$ cat config.mk
export PLATFORM = sky130hd
export DESIGN_NAME = pifl_irq_flags
export DESIGN_NICKNAME = d
export VERILOG_FILES = /design/src/pifl_pkg.sv /design/src/pifl_irq_flags.sv /design/src/pifl_flag_bit.sv /design/src/pifl_enable_bit.sv
export SDC_FILE = /design/constraint.sdc
export NUM_CORES = 1
export LEC_CHECK = 0
export BUFFER_PORTS_ARGS = -buffer_cell sky130_fd_sc_hd__buf_4
export CORE_MARGIN = 4
export CORE_UTILIZATION = 40
export CTS_BUF_LIST = sky130_fd_sc_hd__clkbuf_4 sky130_fd_sc_hd__clkbuf_8 sky130_fd_sc_hd__clkbuf_16
export CTS_CLUSTER_DIAMETER = 120
export DETAILED_ROUTE_END_ITERATION = 8
export PLACE_DENSITY = 0.76
export SYNTH_ARGS = -nofsm -noshare
export SYNTH_HDL_FRONTEND = slang
export SYNTH_SLANG_ARGS = --single-unit
$ cat constraint.sdc
create_clock -name pclk -period 1.6 [get_ports pclk]
set_clock_uncertainty 0.05 [all_clocks]
set_input_delay 0 -clock pclk [delete_from_list [all_inputs] [get_ports pclk]]
set_output_delay 0 -clock pclk [all_outputs]
set_load 0.02 [all_outputs]
$ cat src/pifl_pkg.sv
// Package with register map, bit positions and modes of the peripheral interrupt flag block.
package pifl_pkg;

    // Byte address width of the register slave.
    localparam int ADDR_W = 12;

    // Register indices; the byte address is four times the index.
    localparam logic [ADDR_W-1:0] IDX_FLAGS_ONE   = 12'h00C;
    localparam logic [ADDR_W-1:0] IDX_FLAGS_TWO   = 12'h00D;
    localparam logic [ADDR_W-1:0] IDX_ENABLES_TWO = 12'h08D;
    localparam logic [ADDR_W-1:0] IDX_CORE_CTRL   = 12'h0A0;
    localparam logic [ADDR_W-1:0] IDX_IRQ_STATUS  = 12'h0A1;
    localparam logic [ADDR_W-1:0] IDX_IRQ_CLEAR   = 12'h0A2;
    localparam logic [ADDR_W-1:0] IDX_IRQ_ENABLE  = 12'h0A3;

    // Byte addresses derived from the indices.
    localparam logic [ADDR_W-1:0] ADDR_FLAGS_ONE   = IDX_FLAGS_ONE << 2;
    localparam logic [ADDR_W-1:0] ADDR_FLAGS_TWO   = IDX_FLAGS_TWO << 2;
    localparam logic [ADDR_W-1:0] ADDR_ENABLES_TWO = IDX_ENABLES_TWO << 2;
    localparam logic [ADDR_W-1:0] ADDR_CORE_CTRL   = IDX_CORE_CTRL << 2;
    localparam logic [ADDR_W-1:0] ADDR_IRQ_STATUS  = IDX_IRQ_STATUS << 2;
    localparam logic [ADDR_W-1:0] ADDR_IRQ_CLEAR   = IDX_IRQ_CLEAR << 2;
    localparam logic [ADDR_W-1:0] ADDR_IRQ_ENABLE  = IDX_IRQ_ENABLE << 2;

    // Bit positions in the first flag register (and its enables).
    localparam int BIT_CONV_DONE    = 6;
    localparam int BIT_SERIAL       = 3;
    localparam int BIT_CAPCOMP      = 2;
    localparam int BIT_PERIOD_MATCH = 1;
    localparam int BIT_OVERFLOW     = 0;

    // Bit position of the write-complete flag and enable.
    localparam int BIT_NVM = 4;

    // Bit positions in the core control register.
    localparam int BIT_GLOBAL_EN = 7;
    localparam int BIT_MASTER_EN = 6;

    // Bit offset of the second flag byte (byte lane 1) in the status layout.
    localparam int LANE_TWO = 8;

    // Implemented bit masks.
    localparam logic [7:0] MASK_ONE  = 8'h4F;
    localparam logic [7:0] MASK_TWO  = 8'h10;
    localparam logic [7:0] MASK_CTRL = 8'hC0;

    // Reset value of every register.
    localparam logic [7:0]  RST_BYTE = 8'h00;
    localparam logic [31:0] RST_WORD = 32'h0000_0000;

    // Operating mode reported by the capture/compare unit.
    typedef enum logic [1:0] {
        PIFL_CC_OFF     = 2'b00,
        PIFL_CC_CAPTURE = 2'b01,
        PIFL_CC_COMPARE = 2'b10,
        PIFL_CC_PWM     = 2'b11
    } pifl_ccmode_t;

endpackage : pifl_pkg

$ cat src/pifl_irq_flags.sv
// Top of the peripheral interrupt flag and enable block with its APB slave.
//
// Register access over APB was decided locally.
module pifl_irq_flags (
    input  wire logic                      pclk,
    input  wire logic                      presetn,
    input  wire logic                      psel,
    input  wire logic                      penable,
    input  wire logic                      pwrite,
    input  wire logic [pifl_pkg::ADDR_W-1:0] paddr,
    input  wire logic [31:0]               pwdata,
    input  wire logic [3:0]                pstrb,
    output logic                           pready,
    output logic                           pslverr,
    output logic [31:0]                    prdata,
    input  wire logic                      conv_done_evt,
    input  wire logic                      serial_done_evt,
    input  wire logic                      capture_evt,
    input  wire logic                      compare_evt,
    input  wire logic                      period_match_evt,
    input  wire logic                      overflow_evt,
    input  wire logic                      nvm_write_done_evt,
    input  wire pifl_pkg::pifl_ccmode_t    capcomp_mode,
    output logic                           irq
);
    import pifl_pkg::*;

    // Whole registered state of the top: bus answer, core enables and interrupt line.
    // Every output leaves this register, so none can glitch.
    typedef struct packed {
        logic        pready;
        logic        pslverr;
        logic [31:0] prdata;
        logic        global_irq_enable;
        logic        periph_master_enable;
        logic        irq;
    } pifl_top_state_t;

    pifl_top_state_t st_q;  // Registered state.
    pifl_top_state_t st_d;  // Next state.

    // Bus phase decode.
    logic setup_ph;  // Setup cycle of a transfer.
    logic fire;      // Edge at which the transfer completes.
    logic wr_fire;   // Completing write.

    // Address hits, decoded from the held address.
    logic hit_one;   // First flag register.
    logic hit_two;   // Second flag register.
    logic hit_en2;   // Second enable register.
    logic hit_ctrl;  // Core control register.
    logic hit_stat;  // Interrupt status, read-only.
    logic hit_clr;   // Interrupt clear, write-only.
    logic hit_ien;   // Interrupt enable.
    logic hit_any;   // Any mapped register.

    // Per-lane write strobes for the two low bytes.
    logic wr_lane0;  // Byte 0 is written.
    logic wr_lane1;  // Byte 1 is written.

    // Event inputs routed to flag positions.
    logic [7:0] set_one;  // Set requests of the first flag register.
    logic       set_two;  // Set request of the write-done flag.

    // Software write and clear requests for both flag registers.
    logic       wr_one;   // Direct write of the first flag register.
    logic [7:0] clr_one;  // Clear by the interrupt clear register.
    logic       wr_two;   // Direct write of the second flag register.
    logic       clr_two;  // Clear of the write-done flag.

    // Current flag and enable values.
    logic [7:0] periph_irq_flags_one;    // First flag register, unimplemented bits zero.
    logic [7:0] periph_irq_flags_two;    // Second flag register.
    logic [7:0] periph_irq_enables_one;  // Enables for the first flag register.
    logic [7:0] periph_irq_enables_two;  // Second enable register.
    logic       nvm_flag;                // Write-done flag.
    logic       nvm_en;                  // Write-complete interrupt enable.

    // Enable write requests.
    logic       wr_en_one;     // Low byte of the interrupt enable register.
    logic       wr_en_two;     // Write-complete enable from either register.
    logic       en_two_val;    // Value written into that enable.

    // Combined request and read data.
    logic        pending;  // Any enabled flag set.
    logic [31:0] rd_val;   // Read value for the held address.

    // A transfer is answered one cycle after setup, so pready stands for exactly one access cycle.
    // No wait state is ever inserted.
    assign setup_ph = psel & ~penable;
    assign fire     = psel & penable & st_q.pready;
    assign wr_fire  = fire & pwrite;
    assign wr_lane0 = wr_fire & pstrb[0];
    assign wr_lane1 = wr_fire & pstrb[1];

    // Address decode as a priority chain; only one can match.
    always_comb begin
        hit_one  = 1'b0;
        hit_two  = 1'b0;
        hit_en2  = 1'b0;
        hit_ctrl = 1'b0;
        hit_stat = 1'b0;
        hit_clr  = 1'b0;
        hit_ien  = 1'b0;
        if (paddr == ADDR_FLAGS_ONE) begin
            hit_one = 1'b1;
        end else if (paddr == ADDR_FLAGS_TWO) begin
            hit_two = 1'b1;
        end else if (paddr == ADDR_ENABLES_TWO) begin
            hit_en2 = 1'b1;
        end else if (paddr == ADDR_CORE_CTRL) begin
            hit_ctrl = 1'b1;
        end else if (paddr == ADDR_IRQ_STATUS) begin
            hit_stat = 1'b1;
        end else if (paddr == ADDR_IRQ_CLEAR) begin
            hit_clr = 1'b1;
        end else if (paddr == ADDR_IRQ_ENABLE) begin
            hit_ien = 1'b1;
        end
    end

    // Unmapped addresses answer with an error and change nothing.
    assign hit_any = hit_one | hit_two | hit_en2 | hit_ctrl | hit_stat | hit_clr | hit_ien;

    // Route peripheral events to their flags; enables are not looked at here.
    // An event held high keeps setting its flag every cycle.
    always_comb begin
        set_one                   = RST_BYTE;
        set_one[BIT_CONV_DONE]    = conv_done_evt;
        set_one[BIT_SERIAL]       = serial_done_evt;
        set_one[BIT_PERIOD_MATCH] = period_match_evt;
        set_one[BIT_OVERFLOW]     = overflow_evt;
        // The flag follows the mode; in off and PWM mode nothing sets it.
        case (capcomp_mode)
            PIFL_CC_CAPTURE: begin
                set_one[BIT_CAPCOMP] = capture_evt;
            end
            PIFL_CC_COMPARE: begin
                set_one[BIT_CAPCOMP] = compare_evt;
            end
            default: begin
                set_one[BIT_CAPCOMP] = 1'b0;
            end
        endcase
        set_two = nvm_write_done_evt;
    end

    // Software requests: direct writes, and write-one-to-clear through the clear register.
    // A zero bit in the clear word leaves its flag alone.
    assign wr_one  = wr_lane0 & hit_one;
    assign clr_one = (wr_lane0 & hit_clr) ? pwdata[7:0] : RST_BYTE;
    assign wr_two  = wr_lane0 & hit_two;
    assign clr_two = wr_lane1 & hit_clr & pwdata[LANE_TWO + BIT_NVM];

    // One sticky cell per implemented flag; unimplemented positions are constant zero.
    // Hardware never clears a flag; only software does.
    for (genvar i = 0; i < 8; i++) begin : g_flag_one
        if (MASK_ONE[i]) begin : g_impl
            pifl_flag_bit u_flag (
                .pclk    (pclk),
                .presetn (presetn),
                .set_evt (set_one[i]),
                .sw_wr   (wr_one),
                .sw_val  (pwdata[i]),
                .sw_clr  (clr_one[i]),
                .flag    (periph_irq_flags_one[i])
            );
        end else begin : g_none
            assign periph_irq_flags_one[i] = 1'b0;
        end
    end

    // Enables for the first flag register, written through the interrupt enable register.
    // Unimplemented positions stay zero and ignore writes.
    assign wr_en_one = wr_lane0 & hit_ien;

    for (genvar i = 0; i < 8; i++) begin : g_en_one
        if (MASK_ONE[i]) begin : g_impl
            pifl_enable_bit u_en (
                .pclk    (pclk),
                .presetn (presetn),
                .sw_wr   (wr_en_one),
                .sw_val  (pwdata[i]),
                .en      (periph_irq_enables_one[i])
            );
        end else begin : g_none
            assign periph_irq_enables_one[i] = 1'b0;
        end
    end

    // The write-done flag; the rest of the second flag register is constant zero.
    always_comb begin
        periph_irq_flags_two   = RST_BYTE;
        periph_irq_enables_two = RST_BYTE;
        periph_irq_flags_two[BIT_NVM]   = nvm_flag;
        periph_irq_enables_two[BIT_NVM] = nvm_en;
    end

    // The write-done cell sets even while its enable is off.
    pifl_flag_bit u_nvm_flag (
        .pclk    (pclk),
        .presetn (presetn),
        .set_evt (set_two),
        .sw_wr   (wr_two),
        .sw_val  (pwdata[BIT_NVM]),
        .sw_clr  (clr_two),
        .flag    (nvm_flag)
    );

    // The write-complete enable is reachable at its own register and aliased in the enable layout.
    // The decode is one-hot, so only one of the two paths writes it.
    assign wr_en_two  = (wr_lane0 & hit_en2) | (wr_lane1 & hit_ien);
    assign en_two_val = hit_en2 ? pwdata[BIT_NVM] : pwdata[LANE_TWO + BIT_NVM];

    pifl_enable_bit u_nvm_en (
        .pclk    (pclk),
        .presetn (presetn),
        .sw_wr   (wr_en_two),
        .sw_val  (en_two_val),
        .en      (nvm_en)
    );

    // A flag only requests while its own enable is set; stale flags fire at once when enabled.
    // Software must clear stale flags first; nothing here filters them.
    assign pending = |(periph_irq_flags_one & periph_irq_enables_one)
                   | (nvm_flag & nvm_en);

    // Read multiplexer; write-only and unmapped addresses read zero.
    // Byte lanes two and three always read zero.
    always_comb begin
        rd_val = RST_WORD;
        if (hit_one) begin
            rd_val[7:0] = periph_irq_flags_one;
        end else if (hit_two) begin
            rd_val[7:0] = periph_irq_flags_two;
        end else if (hit_en2) begin
            rd_val[7:0] = periph_irq_enables_two;
        end else if (hit_ctrl) begin
            rd_val[BIT_GLOBAL_EN] = st_q.global_irq_enable;
            rd_val[BIT_MASTER_EN] = st_q.periph_master_enable;
        end else if (hit_stat) begin
            rd_val[7:0]                  = periph_irq_flags_one;
            rd_val[LANE_TWO+7:LANE_TWO]  = periph_irq_flags_two;
        end else if (hit_ien) begin
            rd_val[7:0]                  = periph_irq_enables_one;
            rd_val[LANE_TWO+7:LANE_TWO]  = periph_irq_enables_two;
        end
    end

    // Bus answer, core enables and the interrupt line.
    always_comb begin
        st_d = st_q;
        // Read data is caught at setup and held through the access cycle.
        if (setup_ph) begin
            st_d.pready  = 1'b1;
            st_d.pslverr = ~hit_any;
            st_d.prdata  = pwrite ? RST_WORD : rd_val;
        end else if (fire) begin
            st_d.pready  = 1'b0;
            st_d.pslverr = 1'b0;
        end
        // Core enables live in byte 0 of the control register.
        // Writes to other bits of that byte are dropped.
        if (wr_lane0 && hit_ctrl) begin
            st_d.global_irq_enable    = pwdata[BIT_GLOBAL_EN];
            st_d.periph_master_enable = pwdata[BIT_MASTER_EN];
        end
        // Registered so the output is glitch-free; it lags a flag by one cycle.
        st_d.irq = st_q.global_irq_enable & st_q.periph_master_enable & pending;
    end

    // State register, cleared at reset.
    // The flag and enable cells reset themselves.
    always_ff @(posedge pclk or negedge presetn) begin
        if (!presetn) begin
            st_q <= '0;
        end else begin
            st_q <= st_d;
        end
    end

    // Outputs straight from the state register.
    // Plain wires, so interface timing is that of the register.
    assign pready  = st_q.pready;
    assign pslverr = st_q.pslverr;
    assign prdata  = st_q.prdata;
    assign irq     = st_q.irq;

endmodule : pifl_irq_flags

$ cat src/pifl_flag_bit.sv
// Sticky interrupt flag bit with software write and clear.
module pifl_flag_bit (
    input  wire logic pclk,
    input  wire logic presetn,
    input  wire logic set_evt,
    input  wire logic sw_wr,
    input  wire logic sw_val,
    input  wire logic sw_clr,
    output logic      flag
);
    import pifl_pkg::*;

    // Whole state of the cell.
    typedef struct packed {
        logic flag;
    } pifl_flag_state_t;

    pifl_flag_state_t st_q;  // Registered state.
    pifl_flag_state_t st_d;  // Next state.

    // The event wins over any software clear in the same cycle, so no event is lost.
    always_comb begin
        st_d = st_q;
        if (set_evt) begin
            st_d.flag = 1'b1;
        end else if (sw_clr) begin
            st_d.flag = 1'b0;
        end else if (sw_wr) begin
            st_d.flag = sw_val;
        end
    end

    // State register, cleared at reset.
    always_ff @(posedge pclk or negedge presetn) begin
        if (!presetn) begin
            st_q <= '0;
        end else begin
            st_q <= st_d;
        end
    end

    assign flag = st_q.flag;
endmodule : pifl_flag_bit

$ cat src/pifl_enable_bit.sv
// Software read/write enable bit.
module pifl_enable_bit (
    input  wire logic pclk,
    input  wire logic presetn,
    input  wire logic sw_wr,
    input  wire logic sw_val,
    output logic      en
);
    import pifl_pkg::*;

    // Whole state of the cell.
    typedef struct packed {
        logic en;
    } pifl_en_state_t;

    pifl_en_state_t st_q;  // Registered state.
    pifl_en_state_t st_d;  // Next state.

    // Load the new value on a software write.
    always_comb begin
        st_d = st_q;
        if (sw_wr) begin
            st_d.en = sw_val;
        end
    end

    // State register, cleared at reset.
    always_ff @(posedge pclk or negedge presetn) begin
        if (!presetn) begin
            st_q <= '0;
        end else begin
            st_q <= st_d;
        end
    end

    assign en = st_q.en;
endmodule : pifl_enable_bit

==> metrics.cfg <==
[yosys]
synth_top_area_frac = 0.3623
synth_seq_cells = 25
synth_edf_count = 0
synth_area_per_cell_sq_um = 9.981
synthDistinctLibCells = 45
yosysSeqAreaShare = 0.3623
ys_top_cells_by_area = dfrtp_1 36%, buf_4 15%, a22oi_1 4.3%, mux2_4 4.3%, nand2_1 3.7%
synth_top_area_cell = dfrtp_1
yosysMostFrequentCell = buf_4
syn-instance-count = 173
synth_area_sq_um = 1727
yosysWarnings = 0
synth_top_cells_by_count = 34 x buf_4, 25 x dfrtp_1, 17 x nand2_1, 10 x a22oi_1
ys.flop_type = dfrtp_1
async_flop_share = 1.000

[detailed_routing]
drt_pass1_iterations = 4
ant_nets = 0
drc = 0
drt_iter0_markers = 96
vias = 1425
drt-total-wl_mm = 3.963
vias_per_cell = 4.880
wl_per_cell_um = 13.57

[hold_path]
hold_depth = 3
whs_endpoint = g_flag_one[2].g_impl.u_flag.flag
min_path_type = input port to flip-flop
hp-start = compare_evt

[placed_design]
dp.cells = 269
place.detailed.hpwl_mm = 3.113
numPortBuffers = 46
place.gp.congestion = 0.8580

[timing]
fin_crit_sh = 0.9787
setup_tns_ps = 0
slew_viol_final = 0
hold_viol = 0
timing.fmax_ghz = 0.6386
rsz0062_at_grt = no
setup_viol = 0
min_period_ps = 1566

[setup_path]
r2r_cells = 5
r2r_start = pready
rr_endpoint = st_q[1]
crit_path_end_kind = flip-flop
required_ps = 1720
critical_path.max_fanout = 5
critPathLaunchType = flip-flop
reg2reg_setup_slack_ps = 30
cp.arrival_ps = 1690
path_class = flip-flop to flip-flop

[clock_network]
clock_latency_ps = 280
clock-sinks = 25
h-tree-depth = 1
cts_tree = yes
clkTransAtPathRegs_ps = 100
clockBufferDepth = 2
numCtsBuffers = 3
cts_root_buf = clkbuf_8

[pwr]
p_per_area_nw_per_um2 = 562.1
p_leak_nw = 1.098
ir_worst_vdd_uv = 430.8

[floorplanning]
core-area_sq_um = 4086
initial_core_util = 0.4225
die_h_um = 73.70
row_count = 23
fp.dieArea_sq_um = 5432
io_pins = 97
dieWidth_um = 73.70

[global_routing]
grt_overflow = 0
grt_pass1_wl_mm = 6.106
grt_start_max_net_pins = 26
grt_use_total = 0.1439
antenna_found_initial = 0
grt_pass1_vias = 1360

[cells_and_area]
nets = 307
area_delta_synth_final_pct = 34.49
layout.cells.non_filler = 292
drive_above_1_share = 0.3719
n_fill_cell = 361
antenna_cells = 0

[status]
status = finished, final reports clean

[run]
maxCapViolations = 0

==> cell usage in the layout, fill, tap and decap left out, types with 2 or more instances in the layout <==
master / instances
nor4b_4: 2
mux2i_1: 3
clkbuf_8: 3
nand3_1: 3
a22oi_1: 10
mux2_2: 2
nand4_1: 2
inv_1: 7
nor3_1: 3
nor3_2: 2
nor2_1: 7
o21ai_1: 6
buf_6: 2
mux2_4: 9
dlygate4sd3_1: 15
a21o_1: 4
dfrtp_1: 24
nand2_1: 17
o22ai_1: 2
dlymetal6s4s_1: 2
buf_4: 58
o21bai_1: 2
conb_1: 24
ha_1: 2
a32oi_1: 2
o21ai_0: 4
==> how the worst max path moves through the flow <==
stage / from / endpoint / slack (ps) / depth (start not counted)
final: pready / st_q[1] / 30 / 5
after global routing: pready / g_flag_one[0].g_impl.u_flag.flag / 1 / 5
after CTS: pready / g_flag_one[0].g_impl.u_flag.flag / 6 / 5
after detailed placement: pready / g_flag_one[0].g_impl.u_flag.flag / 9 / 5
after global placement: paddr[4] / st_q[1] / 30 / 5
after floorplan: pready / g_flag_one[0].g_impl.u_flag.flag / 4 / 5
==> where the power goes <==
| group | switching [mW] | internal, mW |
|---|---|---|
| logic | 0.145 | 0.125 |
| clock network | 0.219 | 0.177 |
| registers | 0.00281 | 0.637 |
==> flip-flops by register name (all words and copies together), names as in the netlist <==
register / count
g_en_one.g_impl.u_en.en: 5
pready: 1
irq: 1
u_nvm_flag.flag: 1
prdata: 8
u_nvm_en.en: 1
pslverr: 1
g_flag_one.g_impl.u_flag.flag: 5
st_q: 2
==> routing by layer <==
metal	track usage	share of wire	routed length [um]
met1	0.1801	0.44	1748
met2	0.2530	0.48	1896
met3	0.03830	0.076	301
met4	0.01811	0.0040	16
met5	0	0	0
==> area by class of cell <==
class / instances / area (sq um) / share of cell area
Clock buffer: 3 / 41.29 / 0.01778
Clock inverter: 1 / 7.507 / 0.003233
Inverter: 7 / 26.28 / 0.01131
Multi-Input combinational cell: 129 / 924.6 / 0.3982
Sequential cell: 25 / 626.9 / 0.2699
Tap cell: 50 / 62.56 / 0.02694
Timing Repair Buffer: 77 / 633.1 / 0.2726
==> per-stage QoR <==
stage          hold slack [ps]  total power, mW  setup WS, ps  area [sq um]    util
2_1_floorplan           -345.6           0.8009         4.449          1819       -
3_3_place_gp            -131.5           0.8809         25.89          2058  0.5037
3_5_place_dp            -128.4           0.8818         9.320          2058  0.5037
4_1_cts                  7.183            1.305         6.440          2278  0.5576
5_1_grt                  26.16            1.366         1.046          2322  0.5683
6_report                 9.957            1.305         34.16          2322  0.5683
==> cells by family after synthesis <==
| group | count (synthesis) | share of synthesized area |
|---|---|---|
| buffers and inverters | 42 | 0.1652 |
| adder cells (fa/ha/maj) | 2 | 0.01449 |
| multiplexers | 14 | 0.1000 |
| flip-flops | 25 | 0.3623 |
| AND/OR/NAND/NOR | 52 | 0.2080 |
| AO/OA/AOI/OAI | 37 | 0.1478 |
| other | 1 | 0.002172 |
==> worst max-delay path: stages (launching register included) <==
cell     delay (ps)
dfrtp_2         370
and4_4          240
nand2_4          80
buf_4           130
nor2_1          220
mux2_2          370
==> timing repair <==
| action | CTS | global route |
|---|---|---|
| endpoints found under the hold margin | 41 | 0 |
| gates resized for setup | 1 | 9 |
| buffers inserted | 0 | 2 |
| pin swaps | 0 | 3 |
| hold buffers | 17 | 0 |
| setup endpoints to repair | 1 | 4 |
No activity file was read; power rests on OpenSTA's default activity.
